File: config.mk
export PLATFORM = sky130hd
export DESIGN_NAME = cfs_frame_writer
export DESIGN_NICKNAME = d
export VERILOG_FILES = /design/src/logic/cfs_pkg.sv /design/src/logic/cfs_frame_writer.sv
export SDC_FILE = /design/constraint.sdc
export NUM_CORES = 1
export LEC_CHECK = 0
export BUFFER_PORTS_ARGS = -buffer_cell sky130_fd_sc_hd__buf_2
export CAP_MARGIN = 20
export CORE_UTILIZATION = 32
export CTS_CLUSTER_DIAMETER = 200
export CTS_CLUSTER_SIZE = 25
export DETAILED_ROUTE_END_ITERATION = 10
export SLEW_MARGIN = 30
export SYNTH_ARGS = -nofsm -noshare
export SYNTH_HDL_FRONTEND = slang
export SYNTH_SLANG_ARGS = --single-unit
File: constraint.sdc
create_clock -name ref_clk_in -period 6.8 [get_ports ref_clk_in]
set_clock_uncertainty 0.05 [all_clocks]
set_input_delay 0.68 -clock ref_clk_in [delete_from_list [all_inputs] [get_ports ref_clk_in]]
set_output_delay 0.68 -clock ref_clk_in [all_outputs]
set_load 0.01 [all_outputs]
File: src/logic/cfs_pkg.sv
/*
  Constants and carrier types for the configuration frame write path.
  Assumes a single 10 MHz system clock; the port clock arrives as a pin.
*/
`default_nettype none
package cfs_pkg;
  // Segment-type field and address field positions
  localparam int          SEG_LSB     = 25;
  localparam int          SEG_W       = 2;
  localparam int          MAJ_LSB     = 17;
  localparam int          MAJ_W       = 8;
  localparam int          MIN_LSB     = 9;
  localparam int          MIN_W       = 8;
  localparam logic [1:0]  SEG_MAIN    = 2'h0;
  localparam logic [1:0]  SEG_BRAM_A  = 2'h1;
  localparam logic [1:0]  SEG_BRAM_B  = 2'h2;
  // Column frame counts in the main segment
  localparam logic [7:0]  FR_CENTER   = 8'h08;
  localparam logic [7:0]  FR_LOGIC    = 8'h30;
  localparam logic [7:0]  FR_BRAM_IC  = 8'h1b;
  localparam logic [7:0]  FR_IO       = 8'h36;
  // Device geometry (frame length in words, logic column count)
  localparam int          FRAME_WORDS = 4;
  localparam logic [7:0]  LOGIC_COLS  = 8'h04;
  localparam int          FW_CW       = 3;
  // Packet words seen on the configuration port
  localparam logic [31:0] SYNC_WORD   = 32'haa995566;
  localparam logic [31:0] HDR_CMD     = 32'h30008001;
  localparam logic [31:0] HDR_FAR     = 32'h30002001;
  localparam logic [31:0] HDR_FRAME_DATA_INPUT_REGISTER_HI = 32'h30004000;
  localparam logic [31:0] CMD_WRITE_CONFIG_COMMAND    = 32'h00000001;
  localparam logic [31:0] CMD_RESET_CRC_COMMAND    = 32'h00000007;
  localparam logic [31:0] HDR_HI_MASK = 32'hfffff800;
  localparam logic [10:0] HDR_CNT_MSK = 11'h7ff;
  localparam int          ABORT_CYC   = 3;

  typedef enum logic [2:0] {
    ST_UNSYNC = 3'b000,
    ST_IDLE   = 3'b001,
    ST_CMD    = 3'b011,
    ST_FAR    = 3'b010,
    ST_DATA   = 3'b110
  } cfs_state_e;

  typedef struct packed {
    logic [1:0] seg;
    logic [7:0] major;
    logic [7:0] minor;
  } cfs_addr_s;

  typedef struct packed {
    cfs_addr_s                      addr;
    logic [FRAME_WORDS*32-1:0]      data;
  } cfs_frame_s;
endpackage : cfs_pkg
`default_nettype wire

File: src/logic/cfs_frame_writer.sv
/*
  Device-side frame write logic behind the parallel configuration port:
  sync/abort detection, command and frame address registers, word holding,
  frame staging and address advance across main-segment column boundaries.
  Assumes the host drives port pins changing off its own port clock, which
  is sampled here by ref_clk_in through two flip-flops.
*/
// Functional notes
// Memory has three segments: main plus two block-memory segments.
// Block-memory segments are addressed apart, needing separate operations.
// Host avoids block-memory access after configuration.
// User flip-flops lie outside configuration memory, untouched by writes.
// Host never partially rewrites designs using tables as memory or shifters.
// One frame is the smallest readable or writable unit.
// Main segment: centre 8, logic 48, two bram-ic 27, two io 54 frames.
// Even columns sit left of centre, odd columns right.
// Frames numbered from centre outward within each column.
// Host loads frame address, then word count, then data.
// Word count covers frames, dummy words, and one dummy frame.
// First frame at loaded address, address advances one frame each.
// Words fill a one-frame staging register, written whole when full.
// Last word is held back; only the next word pushes it on.
// Frame address holds segment type, major column and minor frame.
// Host uses segment 00 for main and zeros unused bits.
// Major in bits 17..24, minor in bits 9..16; zero is first frame.
// Host rewrites only the upset frame when correcting.
// Host scrubs the whole main segment periodically, up to 400 Mbit/s.
// Host keeps 16-bit CRC per frame and compares on readback.
// Chip select low with write high for three port clocks aborts.
// Host resynchronises with the sync word after abort.
// Host opens data writes with a type-one header counting words.
// Host records every mismatching frame of a readback pass.
// Host times scrubs with an interval counter, never overlapping.
// Host resets CRC each frame, excluding the dummy word.
`timescale 1ns/100ps
`default_nettype none
module cfs_frame_writer
  import cfs_pkg::*;
(
  // System
  input  wire logic        ref_clk_in,
  input  wire logic        rst_in,
  // Configuration port pins
  input  wire logic        port_clk_in,
  input  wire logic        chip_sel_n_in,
  input  wire logic        write_n_in,
  input  wire logic [31:0] port_data_in,
  // Frame write to the configuration latches
  output logic             frame_we_out,
  output cfs_frame_s       frame_out,
  // Status
  output logic             synced_out,
  output logic             write_mode_out,
  output logic             aborted_out
);

  // Two-stage synchronisers; port pins change off the host clock
  logic [1:0]  clk_s_q;
  logic        clk_d_q;
  logic [1:0]  cs_s_q;
  logic [1:0]  wr_s_q;
  logic [31:0] dat_s1_q;
  logic [31:0] dat_s2_q;

  always_ff @(posedge ref_clk_in) begin
    if (rst_in) begin
      clk_s_q  <= 2'h0;
      clk_d_q  <= 1'b0;
      cs_s_q   <= 2'h3;
      wr_s_q   <= 2'h3;
      dat_s1_q <= 32'h0;
      dat_s2_q <= 32'h0;
    end else begin
      clk_s_q  <= {clk_s_q[0], port_clk_in};
      clk_d_q  <= clk_s_q[1];
      cs_s_q   <= {cs_s_q[0], chip_sel_n_in};
      wr_s_q   <= {wr_s_q[0], write_n_in};
      dat_s1_q <= port_data_in;
      dat_s2_q <= dat_s1_q;
    end
  end

  logic port_rise;
  logic word_stb;
  logic abort_cyc;
  assign port_rise = clk_s_q[1] & ~clk_d_q;
  assign word_stb  = port_rise & ~cs_s_q[1] & ~wr_s_q[1];
  assign abort_cyc = port_rise & ~cs_s_q[1] & wr_s_q[1];

  // Frames in a column of the main segment, by column number
  function automatic logic [7:0] col_frames(input logic [7:0] maj);
    if (maj == 8'h00)
      col_frames = FR_CENTER;
    else if (maj <= LOGIC_COLS)
      col_frames = FR_LOGIC;
    else if (maj <= LOGIC_COLS + 8'h02)
      col_frames = FR_IO;
    else
      col_frames = FR_BRAM_IC;
  endfunction

  // Abort: three consecutive port clocks with select low and write high
  logic [1:0] abort_cnt_q;
  logic       abort_hit;
  assign abort_hit = abort_cyc && (abort_cnt_q == 2'(ABORT_CYC - 1));

  always_ff @(posedge ref_clk_in) begin
    if (rst_in)
      abort_cnt_q <= 2'h0;
    else if (port_rise && (cs_s_q[1] || !wr_s_q[1]))
      abort_cnt_q <= 2'h0;
    else if (abort_cyc && abort_cnt_q != 2'(ABORT_CYC - 1))
      abort_cnt_q <= abort_cnt_q + 2'h1;
  end

  always_ff @(posedge ref_clk_in) begin
    if (rst_in)
      aborted_out <= 1'b0;
    else if (abort_hit)
      aborted_out <= 1'b1;
    else if (word_stb && dat_s2_q == SYNC_WORD)
      aborted_out <= 1'b0;
  end

  // Packet state machine
  cfs_state_e  state_q;
  logic [10:0] words_q;
  logic        write_config_command_q;
  cfs_addr_s   far_q;
  logic [31:0] hold_q;
  logic        hold_v_q;
  logic [FRAME_WORDS*32-1:0] stage_q;
  logic [FW_CW-1:0]          fill_q;
  logic        stage_full;
  assign stage_full = word_stb && state_q == ST_DATA && hold_v_q
                      && fill_q == FW_CW'(FRAME_WORDS);

  always_ff @(posedge ref_clk_in) begin
    if (rst_in || abort_hit) begin
      state_q <= ST_UNSYNC;
      words_q <= 11'h0;
      write_config_command_q  <= 1'b0;
    end else if (word_stb) begin
      case (state_q)
        ST_UNSYNC: if (dat_s2_q == SYNC_WORD) state_q <= ST_IDLE;
        ST_IDLE: begin
          if (dat_s2_q == HDR_CMD)
            state_q <= ST_CMD;
          else if (dat_s2_q == HDR_FAR)
            state_q <= ST_FAR;
          else if ((dat_s2_q & HDR_HI_MASK) == HDR_FRAME_DATA_INPUT_REGISTER_HI && write_config_command_q) begin
            state_q <= ST_DATA;
            words_q <= dat_s2_q[10:0] & HDR_CNT_MSK;
          end
        end
        ST_CMD: begin
          if (dat_s2_q == CMD_WRITE_CONFIG_COMMAND)
            write_config_command_q <= 1'b1;
          else if (dat_s2_q == CMD_RESET_CRC_COMMAND)
            write_config_command_q <= 1'b0;
          state_q <= ST_IDLE;
        end
        ST_FAR: state_q <= ST_IDLE;
        ST_DATA: begin
          words_q <= words_q - 11'h1;
          if (words_q == 11'h1)
            state_q <= ST_IDLE;
        end
        default: state_q <= ST_UNSYNC;
      endcase
    end
  end

  // Frame address register: segment, major column, minor frame
  always_ff @(posedge ref_clk_in) begin
    if (rst_in)
      far_q <= '0;
    else if (word_stb && state_q == ST_FAR && !abort_hit) begin
      far_q.seg   <= dat_s2_q[SEG_LSB +: SEG_W];
      far_q.major <= dat_s2_q[MAJ_LSB +: MAJ_W];
      far_q.minor <= dat_s2_q[MIN_LSB +: MIN_W];
    end else if (frame_we_out) begin
      // Advance one frame; in the main segment, step to the next column at its end
      if (far_q.seg == SEG_MAIN
          && far_q.minor == col_frames(far_q.major) - 8'h01) begin
        far_q.minor <= 8'h00;
        far_q.major <= far_q.major + 8'h01;
      end else begin
        far_q.minor <= far_q.minor + 8'h01;
      end
    end
  end

  // Hold-back word and staging register; a word moves on only when the next arrives
  always_ff @(posedge ref_clk_in) begin
    if (rst_in || abort_hit) begin
      hold_q   <= 32'h0;
      hold_v_q <= 1'b0;
      stage_q  <= '0;
      fill_q   <= '0;
    end else if (word_stb && state_q == ST_DATA) begin
      hold_q   <= dat_s2_q;
      // The pad word after each frame only pushes; it never enters staging
      hold_v_q <= fill_q != FW_CW'(FRAME_WORDS);
      if (hold_v_q)
        stage_q <= {hold_q, stage_q[FRAME_WORDS*32-1:32]};
      if (fill_q == FW_CW'(FRAME_WORDS))
        fill_q <= '0;
      else
        fill_q <= fill_q + FW_CW'(1);
    end else if (state_q != ST_DATA) begin
      hold_v_q <= 1'b0;
      fill_q   <= '0;
    end
  end

  // Whole-frame parallel write; user flip-flops are never on this path
  always_ff @(posedge ref_clk_in) begin
    if (rst_in) begin
      frame_we_out <= 1'b0;
      frame_out    <= '0;
    end else begin
      frame_we_out <= stage_full && !abort_hit;
      if (stage_full) begin
        frame_out.addr <= far_q;
        frame_out.data <= {hold_q, stage_q[FRAME_WORDS*32-1:32]};
      end
    end
  end

  // Abort drops status in the same cycle that raises aborted_out
  always_ff @(posedge ref_clk_in) begin
    if (rst_in || abort_hit) begin
      synced_out     <= 1'b0;
      write_mode_out <= 1'b0;
    end else begin
      synced_out     <= state_q != ST_UNSYNC;
      write_mode_out <= write_config_command_q;
    end
  end

endmodule // cfs_frame_writer
`default_nettype wire

# Word level (Yosys, flattened, before mapping)
# Cells that the tools add are included.
[word_totals]
regBits = 420
output_inout_bits = 150
wordCells = 125
[classes]
addsub = 6
n_lt_le_gt_ge = 2
eq_ne = 23
mux = 29
n_bitwise = 7
n_reduce_logical = 33
[op_table]
columns = ["cell", "n"]
rows = [
  ["32-bit by 30-bit == test with 1-bit output, second input constant", 2],
  ["8-bit 2-to-1 mux", 5],
  ["11-bit 2-to-1 mux", 3],
  ["32-bit by 1-bit == test with 1-bit output, second input constant", 1],
  ["32-bit by 3-bit == test with 1-bit output, second input constant", 1],
  ["32-bit == test, second input constant", 1],
  ["16-bit 2-to-1 mux", 2],
  ["3-bit 2-to-1 mux", 8],
  ["11-bit one-hot mux with 2 select lines", 1],
  ["21-bit by 19-bit == test with 1-bit output, second input constant", 1],
  ["6-bit 2-to-1 mux", 3],
  ["8-bit by 1-bit adder with 8-bit output, second input constant", 2],
  ["8-bit by 3-bit <= comparator with 1-bit output, second input constant", 2],
  ["1-bit logical AND", 12],
  ["3-bit one-hot mux with 4 select lines", 1],
  ["2-bit nonzero test", 6],
  ["11-bit by 1-bit == test with 1-bit output, second input constant", 1],
  ["11-bit by 1-bit subtractor with 11-bit output, second input constant", 1],
  ["2-bit inequality test, second input constant", 5],
  ["8-bit == test", 1],
  ["8-bit zero test", 1],
  ["8-bit by 1-bit subtractor with 8-bit output, second input constant", 1],
  ["3-bit by 2-bit == test with 1-bit output, second input constant", 2],
  ["3-bit == test, second input constant", 2],
  ["other kinds (20)", 35],
]

# Depth between registers and ports, before layout
# Gate-level depths: netlist of the first run.
[depth]
depth_word = 15
mapped_depth = 13

# Worst setup path before layout of the first run
# No wires, ideal clock.
[synth_timing]
kind = "register -> register"
start = "register far_q[8] in the netlist's numbering"
end = "register far_q[10] in the netlist's numbering"
setup_ns = 0.091
arrival_ns = 3.262
slack_ns = 3.397
stages_incl_launch_ff = 14
path_buffers = 1
period_less_slack_ns = 3.403
path_cell_list = "dfxtp_1 clkbuf_1 inv_1 ha_1 nand4b_1 nor3b_1 ha_1 or2_2 nand3_1 or4b_1 a32oi_2 nand3_4 or3_1 a311oi_1"
[synth_via]
elab_chain_len = 12
word_cells_on_any_way = 18
classes_between = "2 x add/sub; 2 x order compare; 1 x eq/ne; 9 x mux; 4 x reduce/logical"
[synth_lines]
columns = ["item", "line_no", "text"]
rows = [
  ["start, declared", "cfs_frame_writer.sv:129", "cfs_addr_s far_q;"],
  ["8-bit by 3-bit <= comparator with 1-bit output", "cfs_frame_writer.sv:96", "else if (maj <= LOGIC_COLS + 8'h02)"],
  ["6-bit 2-to-1 mux", "cfs_frame_writer.sv:96", ""],
  ["6-bit 2-to-1 mux", "cfs_frame_writer.sv:94", "else if (maj <= LOGIC_COLS)"],
  ["6-bit 2-to-1 mux", "cfs_frame_writer.sv:92", "if (maj == 8'h00)"],
  ["8-bit 2-to-1 mux", "cfs_frame_writer.sv:182", "end else if (frame_we_out) begin"],
  ["8-bit 2-to-1 mux", "cfs_frame_writer.sv:178", "else if (word_stb && state_q == ST_FAR && !abort_hit) begin"],
  ["8-bit 2-to-1 mux", "cfs_frame_writer.sv:176", "if (rst_in)"],
  ["8-bit by 1-bit subtractor with 8-bit output", "cfs_frame_writer.sv:185", "&& far_q.minor == col_frames(far_q.major) - 8'h01) begin"],
  ["8-bit == test", "cfs_frame_writer.sv:185", ""],
  ["1-bit logical AND", "cfs_frame_writer.sv:185", ""],
  ["2-bit nonzero test (no source line)", "-", ""],
  ["2-bit AND reduction (no source line)", "-", ""],
]
# Parallel ways exist; a longest one is shown, timed or not. The select of a mux whose other input is x is not followed.
# A chain may end at the register's enable or synchronous reset.

# Worst setup path after layout of the first run
# Ends and elaborated chain as after synthesis.

==> results.md, run 1 <==
- Outcome: complete, no violations
- Initial Util: between 30% and 40%
- Post-Syn Instances: 1723
- Ys Warns: 0
- Share of layout cells above drive strength 1: 13.4%
- Most common cell after layout, fill and taps aside: nand2_1
- Placer Congestion: around 0.84
- Top Layer Used: met4
- Final Max Tran Viols: 0
- Commonest cells after routing, fill and taps aside: 581 x nand2_1, 388 x dfxtp_1, 313 x a21oi_1
- Flops & latches, synth: a little under 400
- Setup Viol. Count Final: 0
- FF-to-FF path depth: 12
- Max Cap Viol: 0
- Placed Cells incl. Taps: about 2400
- EDFF count, synth: 0
- Clock H-tree levels: 1
- Mapped cell area: between 10000 and 15000 um^2
- Core Area: approximately 43000 um^2
- Die H: 212 um
- M1 WL: between 15 and 20 mm
- Vias in the first global route: between 10000 and 15000
- N_diodes: 0
- Die footprint: about 45000 um^2
- GRT Total Usage: 16.3%
- Hold_sp: chip_sel_n_in
- CTS root buf: clkbuf_16
- Met2 WL: roughly 16 mm
- Register-to-Register Setup Slack: 3.06 ns
- Non-filler cells, final: ~2400
- Seq/Total Area, Yosys: a little under three fifths
- Yosys top cell area share: between 50% and 60%
- Crit-path max FO: 9
- NumNets Final: around 1900
- Top_reg_cell synth: dfxtp_1
- DRC: 0
- Hold buffer count at CTS: 0
- Leading area contributor after synthesis: dfxtp_1
- Crit path time final: 3.74 ns
- Synth Net Count: about 1800
- WL met3: about 1.9 mm
- Worst skew pair latency: ~0.53 ns
- Area after DPL: approximately 15000 um^2
- Initial antenna violation count: 0
- FFs w/ async S/R, synth: 0%
- Post-DR wirelength/cell: 15.5 um
- DRT Wirelength: ~37 mm
- I/O pins: ~190
- Setup TNS Final: 0 ns
- Vias: 11500
- Netlist cell types: 54
- Post-route ant nets: 0
- Final Cell Area: 15900 um^2
- VDD IR-drop max: 0.152 mV
- Clk buf depth: 3
- Synth area leaders: dfxtp_1 55%, nand2_1 16%, a21oi_1 11%
- Via density per instance: about 4.8
- Hold Vio Cnt, Final: 0
- Worst-path clk slew: ~0.1 ns
- Detailed placement HPWL: approximately 25 mm
- Grt ovf: 0
- PD cells: around 230 nW/um^2
- PortBufs: between 150 and 200
- Setup crit start kind: flip-flop
- LEAKAGE: approximately 5.8 nW
- Detailed Route Iter0 Violations: just over 900
- Worst Hold End: cs_s_q[0]
- Crit share post-route: a little under three fifths
- WHS: 0.283 ns
- RSZ-0062 raised after global routing: no
- Crit Path Class: reg2reg
- CTS resizes: 0
- First-pass GRT wire length: a little under 60 mm
- Largest net degree at the start of global routing: roughly 120
- FF-to-FF End: far_q[10]
- Worst Tran Pin Value: around 0.95 ns
- Worst min-delay path class: in2reg
- Mean post-synth cell area: about 8.2 um^2
- Critical path capture point type: flip-flop
- Worst R2R Start: far_q[8]
- CTS sink count: 388
- DR pass1 iterations: 5
- Die X: approximately 210 um
- Clock buffer count from CTS: 19
- Fmax: approximately 0.27 GHz
- Relative slew margins: a little under two fifths
- WP data required: approximately 7.2 ns
- Syn-to-layout area delta: 13.0%
- Cell row count: 76
- Post-CTS setup buffer count: 0
- Tot Pwr: between 0.003 and 0.004 W
- Hold Path Cell Cnt: 2
- TritonCTS clock tree: built
- CP arrival: about 4.1 ns
-- where the power goes --
part / switching [W] / internal [W]
combinational: 0.0000493 / 0.0000239
sequential: 0.0000178 / 0.00229
clock: 0.000715 / 0.000511
-- cells in the mapped netlist, types with 2 or more instances --
master	count
and3_1	11
or2_2	6
nand4_1	10
a31oi_1	2
nor2_1	42
ha_1	9
nand4b_1	5
a221oi_1	3
and3_2	2
o221ai_1	2
nand2b_1	7
o21ai_0	17
a211oi_1	10
nor3_1	18
o31ai_1	5
nor3b_1	5
or4_1	2
clkbuf_1	114
a21oi_1	313
mux2i_1	3
nor2b_1	67
a21o_1	2
dfxtp_1	388
inv_1	18
xor2_1	7
a311oi_1	2
and4b_1	2
nand2_1	584
nand3_1	20
nor4_1	11
or3_1	6
xnor2_1	6
bufbuf_16	2
o21bai_1	2
-- how the worst max path moves through the flow --
stage	startpoint	to	slack [ns]	cells after the start
floorplan	far_q[8]	far_q[10]	3.40	13
global placement	state_q[2]	frame_out[77]	3.09	8
detailed placement	far_q[8]	far_q[10]	3.13	12
CTS	far_q[8]	far_q[10]	3.10	12
global route	far_q[8]	far_q[11]	2.86	12
finish	far_q[8]	far_q[10]	3.06	12
-- state kept, by name, summed over array words and instances, names as in the netlist, 2 cells and up --
| signal | flops |
|---|---|
| words_q | 11 |
| clk_s_q | 2 |
| dat_s1_q | 32 |
| state_q | 3 |
| frame_out | 146 |
| wr_s_q | 2 |
| dat_s2_q | 32 |
| fill_q | 3 |
| stage_q | 96 |
| far_q | 18 |
| hold_q | 32 |
| abort_cnt_q | 2 |
| cs_s_q | 2 |
-- metal layers --
layer / track usage (%) / vias up
met2: 25.3 / 302
met1: 24.2 / 5343
met3: 1.93 / 37
li1: - / 5825
met4: 3.37 / 0
met5: 0 / -
-- per-stage QoR --
step,setup slack [ns],util [%]
after floorplan,3.40,-
after global placement,3.09,35.5
after detailed placement,3.13,35.6
after CTS,3.10,36.8
after global routing,2.86,36.8
final,3.06,36.8
-- critical path, cell delays in order, from the launching register on --
cell	delay, ns
dfxtp_1	0.49
inv_1	0.12
ha_1	0.31
nand4b_1	0.23
nor3b_1	0.21
ha_1	0.24
or2_2	0.32
nand3_1	0.09
or4b_1	0.45
a32oi_2	0.34
nand3_4	0.18
or3_1	0.35
a311oi_1	0.27
-- cells by family (layout without fill, tap and decap cells) --
group | Yosys count | count (layout) | share of synthesized area, %
simple gates | 806 | 806 | 24.9
flops | 388 | 388 | 55.3
compound gates | 367 | 367 | 13.9
buf+inv | 137 | 237 | 4.15
xor+xnor | 13 | 13 | 0.810
fa+ha+maj | 9 | 9 | 0.801
mux | 3 | 3 | 0.214
-- cell type report --
type	instances	area (um^2)
multi-input cells	1198	5760
clock inverters	2	25.0
repair buffers	198	1050
well taps	585	732
clock buffers	19	475
flip-flops and latches	388	7770
fillers	4572	27300
inverters	18	67.6
(Power assumes the default switching activity.)
==> run 2, diff against run 1 <==
==> constraint.sdc (replaced) <==
create_clock -name ref_clk_in -period 3.5 [get_ports ref_clk_in]
set_clock_uncertainty 0.05 [all_clocks]
set_input_delay 0.35 -clock ref_clk_in [delete_from_list [all_inputs] [get_ports ref_clk_in]]
set_output_delay 0.35 -clock ref_clk_in [all_outputs]
set_load 0.01 [all_outputs]
==> results.md, run 2 (same netlist as run 1, synthesis figures left out) <==
- Cell row count: 76 (unchanged)
- Max stage delay cell, worst path: or4b_1
- Via density per instance: 4.79 (+0.24%)
- Pint: 0.00551 W (+95%)
- First-pass GRT wire length: 59.6 mm (+1.2%)
- Post-DR wirelength/cell: 15.7 um (+0.74%)
- Largest net degree at the start of global routing: 198 (+68%)
- CTS sink count: 388 (unchanged)
- Met3 Usage GRT: 2.49% (+0.56 points)
- DRT Wirelength: 38.4 mm (+2.5%)
- I/O pins: 187 (unchanged)
- GR Util met2: 26.2% (+0.95 points)
- Register Area: 7770 um^2 (unchanged)
- Core Area: 43200 um^2 (unchanged)
- Detailed Route Iter0 Violations: 801 (-14%)
- Reg power frac: 63.5% (-0.5 points)
- Multi-input gate area: 5770 um^2 (+0.22%)
- Setup crit start: far_q[8]
- Post-route ant nets: 0 (unchanged)
- Initial Util: 32.6% (unchanged)
- Commonest cells after routing, fill and taps aside: 582 x nand2_1, 388 x dfxtp_1, 313 x a21oi_1
- Syn-to-layout area delta: 16.2%
- Clk buf depth: 3 (unchanged)
- Placer Congestion: 0.806 (-4.3%)
- Setup TNS Final: 0 ns (unchanged)
- Max Cap Viol: 0 (unchanged)
- GR Util met1: 24.0% (-0.21 points)
- N_diodes: 0 (unchanged)
- Outcome: complete, no violations
- DRC: 0 (unchanged)
- Clock H-tree levels: 1 (unchanged)
- CTS root buf: clkbuf_16
- Worst min-delay path class: in2reg
- Crit-path cells: inv_1, ha_1, nand4b_1, nor3b_2, ha_1, or2_2, nand3_1, or4b_1, a32oi_4, nand3_4, or3_1, a311oi_1
- Share of layout cells above drive strength 1: 13.5% (+0.12 points)
- Die X: 212 um (unchanged)
- Detailed placement HPWL: 25.0 mm (+0.48%)
- Crit-path max cell delay: 0.49 ns (about the same)
- Crit Path Class: reg2reg
- TritonCTS clock tree: built
- Critical path capture point type: flip-flop
- Non-filler cells, final: 2451 (+1.8%)
- Initial antenna violation count: 0 (unchanged)
- Worst Tran Pin Value: 1.17 ns (+0.222 ns)
- Top reg by flops: frame_out
- Placed Cells incl. Taps: 2396 (+0.38%)
- Final core occ: 37.8% (+1.1 points)
- Largest regs: frame_out x146, stage_q x96
- VDD IR-drop max: 0.312 mV (+110%)
- Worst R2R Start: far_q[8]
- Worst-path clk slew: 0.10 ns (about the same)
- Clock buffer count from CTS: 19 (unchanged)
- Gr busiest metal: met2
- Crit share post-route: 95.3% (+40 points)
- Most frequent cell on the critical path: ha_1
- CP arrival: 3.73 ns (-0.40 ns)
- FF-to-FF path depth: 12 (unchanged)
- Net Sw Frac: 21.8% (+0.15 points)
- Worst skew pair latency: 0.54 ns (about the same)
- RSZ-0062 raised after global routing: no
- Setup crit start kind: flip-flop
- PortBufs: 186 (unchanged)
- WP data required: 3.90 ns (-3.28 ns)
- NumNets Final: 1913 (+2.4%)
- Die H: 212 um (unchanged)
- Grt ovf: 0 (unchanged)
- Register-to-Register Setup Slack: 0.17 ns (-2.89 ns)
- GRT Total Usage: 16.6% (+0.31 points)
- PD cells: 432 nW/um^2 (+90%)
- Most common cell after layout, fill and taps aside: nand2_1
- Crit path time final: 3.33 ns (-0.407 ns)
- CP Capture Point: far_q[11]
- Net Sw Power: 0.00154 W (+97%)
- Hold Vio Cnt, Final: 0 (unchanged)
- DR pass1 iterations: 7 (+2)
- Vias: 11700 (+2.0%)
- Crit-path max FO: 8 (-1)
- Relative slew margins: 22.1% (-15 points)
- LEAKAGE: 5.95 nW (+3.5%)
- Setup Viol. Count Final: 0 (unchanged)
- Filler Cell Count: 4610 (+0.83%)
- Final Max Tran Viols: 0 (unchanged)
- Vias in the first global route: 10800 (+1.5%)
- Clock share of power: 34.0% (about the same)
- FF-to-FF End: far_q[11]
- Die footprint: 44800 um^2 (unchanged)
- Logic pwr share: 2.5% (+0.5 points)
- Hold_sp: port_data_in[31]
- Largest register FFs: 146 (unchanged)
- Fmax: 0.300 GHz (+12%)
==> run 2: area by class of cell <==
cell class / count / area share [%]
Clock buffer: 19 / 2.91
Clock inverter: 1 / 0.0996
Inverter: 18 / 0.414
Multi-Input combinational cell: 1198 / 35.3
Sequential cell: 388 / 47.5
Tap cell: 585 / 4.48
Timing Repair Buffer: 242 / 9.21
==> run 2: power groups by stage <==
stage	registers [W]	logic [W]	clock network (W)
after floorplan	0.00457	0.0000982	0
after global routing	0.00449	0.000194	0.00264
after CTS	0.00448	0.000177	0.00249
final	0.00448	0.000177	0.00240
after detailed placement	0.00458	0.000148	0
after global placement	0.00458	0.000147	0
==> run 2: timing repair <==
action,CTS,global route
hold buffers,34,0
setup endpoints to repair,0,7
setup buffers,0,1
hold endpoints to repair,34,0
gates resized for setup,0,2
==> run 2: worst min-delay path by stage <==
stage                         to  slack, ns  depth (start not counted)
floorplan              cs_s_q[1]       0.34                          1
global placement       cs_s_q[1]       0.35                          1
detailed placement     cs_s_q[1]       0.36                          1
finish              dat_s1_q[31]       0.04                          2
CTS                 dat_s1_q[31]      0.007                          2
global route        dat_s1_q[31]       0.02                          2
==> run 2: critical path: cells and delay by family (launching register included) <==
family          cells  cell delay, ns
simple gates        7            1.78
fa+ha+maj           2            0.51
compound gates      2            0.48
flops               1            0.34
buf+inv             1            0.06
==> run 2: per-layer routing <==
metal | routed length [um] | vias up | share of wire (%)
met4 | 668 | 0 | 1.7
met1 | 18800 | 5495 | 49
met2 | 17000 | 295 | 44
met5 | 0 | - | 0
li1 | - | 5913 | -
met3 | 1890 | 38 | 4.9
==> run 2: through the flow <==
step           power, W  worst slack [ns]  cell area [um^2]  hold WS (ns)
2_1_floorplan   0.00466            0.0966             14100         0.339
3_3_place_gp    0.00473             0.150             15500         0.353
3_5_place_dp    0.00473            0.0439             15500         0.358
4_1_cts         0.00715           0.00653             16300       0.00726
5_1_grt         0.00732            0.0112             16300        0.0179
6_report        0.00705             0.165             16300        0.0355
==> run 3, diff against run 2 <==
--- a/config.mk
+++ b/config.mk
@@ -7,10 +7,13 @@
 export LEC_CHECK = 0
 export BUFFER_PORTS_ARGS = -buffer_cell sky130_fd_sc_hd__buf_2
 export CAP_MARGIN = 20
-export CORE_UTILIZATION = 32
+export CELL_PAD_IN_SITES_DETAIL_PLACEMENT = 0
+export CELL_PAD_IN_SITES_GLOBAL_PLACEMENT = 1
+export CORE_UTILIZATION = 42
 export CTS_CLUSTER_DIAMETER = 200
 export CTS_CLUSTER_SIZE = 25
 export DETAILED_ROUTE_END_ITERATION = 10
+export PLACE_DENSITY_LB_ADDON = 0.1
 export SLEW_MARGIN = 30
 export SYNTH_ARGS = -nofsm -noshare
 export SYNTH_HDL_FRONTEND = slang
==> results.md, run 3 (same netlist as run 1, synthesis figures left out) <==
- Via density per instance: 4.99 (+4.1%)
- Setup crit start: far_q[11]
- Clk buf depth: 3 (unchanged)
- N_diodes: 0 (unchanged)
- PD cells: 433 nW/um^2 (+0.30%)
- Relative slew margins: 41.5% (+19 points)
- Crit share post-route: 94.3% (-0.94 points)
- Most common cell after layout, fill and taps aside: nand2_1
- Top reg by flops: frame_out
- Share of layout cells above drive strength 1: 14.0% (+0.47 points)
- I/O pins: 187 (unchanged)
- Worst min-delay path class: in2reg
- NumNets Final: 1914 (+0.052%)
- TritonCTS clock tree: built
- FF-to-FF path depth: 11 (-1)
- FF-to-FF End: far_q[11]
- Setup crit start kind: flip-flop
- Detailed Route Iter0 Violations: 881 (+10%)
- DRC: 0 (unchanged)
- Die X: 185 um (-13%)
- Initial Util: 43.0% (+10 points)
- VDD IR-drop max: 0.375 mV (+20%)
- Setup Viol. Count Final: 0 (unchanged)
- Vias in the first global route: 10300 (-4.8%)
- First-pass GRT wire length: 56.2 mm (-5.8%)
- Post-DR wirelength/cell: 15.2 um (-3.0%)
- Hold Path Cell Cnt: 2 (unchanged)
- CTS sink count: 388 (unchanged)
- CP arrival: 3.69 ns (-0.04 ns)
- Worst Tran Pin Value: 0.878 ns (-0.291 ns)
- Worst-path clk slew: 0.10 ns (about the same)
- Crit-path max FO: 7 (-1)
- CP bufs+invs: 0 (-1)
- Hold Vio Cnt, Final: 0 (unchanged)
- Setup TNS Final: 0 ns (unchanged)
- Die footprint: 34200 um^2 (-24%)
- Largest register FFs: 146 (unchanged)
- Die H: 185 um (-13%)
- Crit path time final: 3.30 ns (-0.0329 ns)
- Crit Path Class: reg2reg
- CTS root buf: clkbuf_16
- DRT Wirelength: 35.1 mm (-8.6%)
- GRT Total Usage: 20.2% (+3.6 points)
- Worst Hold End: dat_s1_q[20]
- Vias: 11500 (-2.0%)
- Clock H-tree levels: 1 (unchanged)
- Largest regs: frame_out x146, stage_q x96
- PortBufs: 186 (unchanged)
- Initial antenna violation count: 0 (unchanged)
- Placer Congestion: 0.816 (+1.2%)
- DR pass1 iterations: 5 (-2)
- Core Area: 32700 um^2 (-24%)
- Fmax: 0.303 GHz (+1.0%)
- Worst R2R Start: far_q[11]
- Max stage delay cell, worst path: or4_4
- Outcome: complete, no violations
- Cell row count: 66 (-13%)
- Commonest cells after routing, fill and taps aside: 582 x nand2_1, 388 x dfxtp_1, 313 x a21oi_1
- Crit-path max cell delay: 0.56 ns (+0.07 ns)
- Crit-path cells: or4_4, nand2b_4, nor2_1, ha_1, a21bo_2, a21oi_1, or4b_4, a32oi_4, nand3_4, or3_1, a311oi_2
- Syn-to-layout area delta: 15.0%
- Worst skew pair latency: 0.52 ns (-0.02 ns)
- WHS: 0.0229 ns (-0.0126 ns)
- Critical path capture point type: flip-flop
- Max Cap Viol: 0 (unchanged)
- Register-to-Register Setup Slack: 0.20 ns (+0.03 ns)
- Detailed placement HPWL: 22.8 mm (-9.0%)
- RSZ-0062 raised after global routing: no
- Hold_sp: port_data_in[20]
- Grt ovf: 0 (unchanged)
- Final Max Tran Viols: 0 (unchanged)
- Largest net degree at the start of global routing: 111 (-44%)
- CP delay by family, top: simple AND/OR/NAND/NOR gates
- Clock buffer count from CTS: 19 (unchanged)
- LEAKAGE: 5.98 nW (+0.43%)
- Post-route ant nets: 0 (unchanged)
- WP data required: 3.89 ns (about the same)
-- run 3: worst max path at each step --
stage | cells past startpoint | endpoint | slack [ns]
after global placement | 10 | far_q[10] | 0.16
after global routing | 12 | far_q[11] | 0.03
final | 11 | far_q[11] | 0.20
after CTS | 10 | far_q[11] | 0.03
after detailed placement | 10 | far_q[10] | 0.07
after floorplan | 13 | far_q[10] | 0.1
-- run 3: stage by stage --
step           setup slack [ns]  cell area (um^2)  power, W  util [%]  std cells
2_1_floorplan            0.0966             14100   0.00466         -       1723
3_3_place_gp              0.161             15300   0.00473      46.9       2260
3_5_place_dp             0.0735             15400   0.00473      47.0       2260
4_1_cts                  0.0345             16100   0.00711      49.4       2309
5_1_grt                  0.0289             16200   0.00730      49.5       2309
6_report                  0.198             16200   0.00700      49.5       2309
-- run 3: power by group --
part	total [W]	switching (W)	internal [W]	leakage, nW
sequential	0.00448	0.0000295	0.00445	3.14
clock	0.00236	0.00137	0.000988	0.241
combinational	0.000170	0.0000995	0.0000701	2.60
total	0.00700	0.00150	0.00551	5.98
-- run 3: final cells by class --
class	instances	area, um^2
Tap cell	442	553
Inverter	18	67.6
Timing Repair Buffer	243	1510
Multi-Input combinational cell	1198	5780
Fill cell	3363	16500
Sequential cell	388	7770
Clock buffer	19	475
Clock inverter	1	16.3
-- run 3: what timing repair did --
item / in CTS / in global routing
hold buffers: 29 / 0
resized for setup: 0 / 5
endpoints found under the hold margin: 29 / 0
endpoints found under the setup margin: 0 / 9
setup buffers: 0 / 0
-- run 3: routing by layer --
layer  part of all wire (%)  track usage (%)  up-vias
met5                      0                0        -
met3                    4.5             2.22       45
li1                       -                -     5933
met2                     44             31.2      267
met4                    2.0             4.40        0
met1                     50             30.2     5267
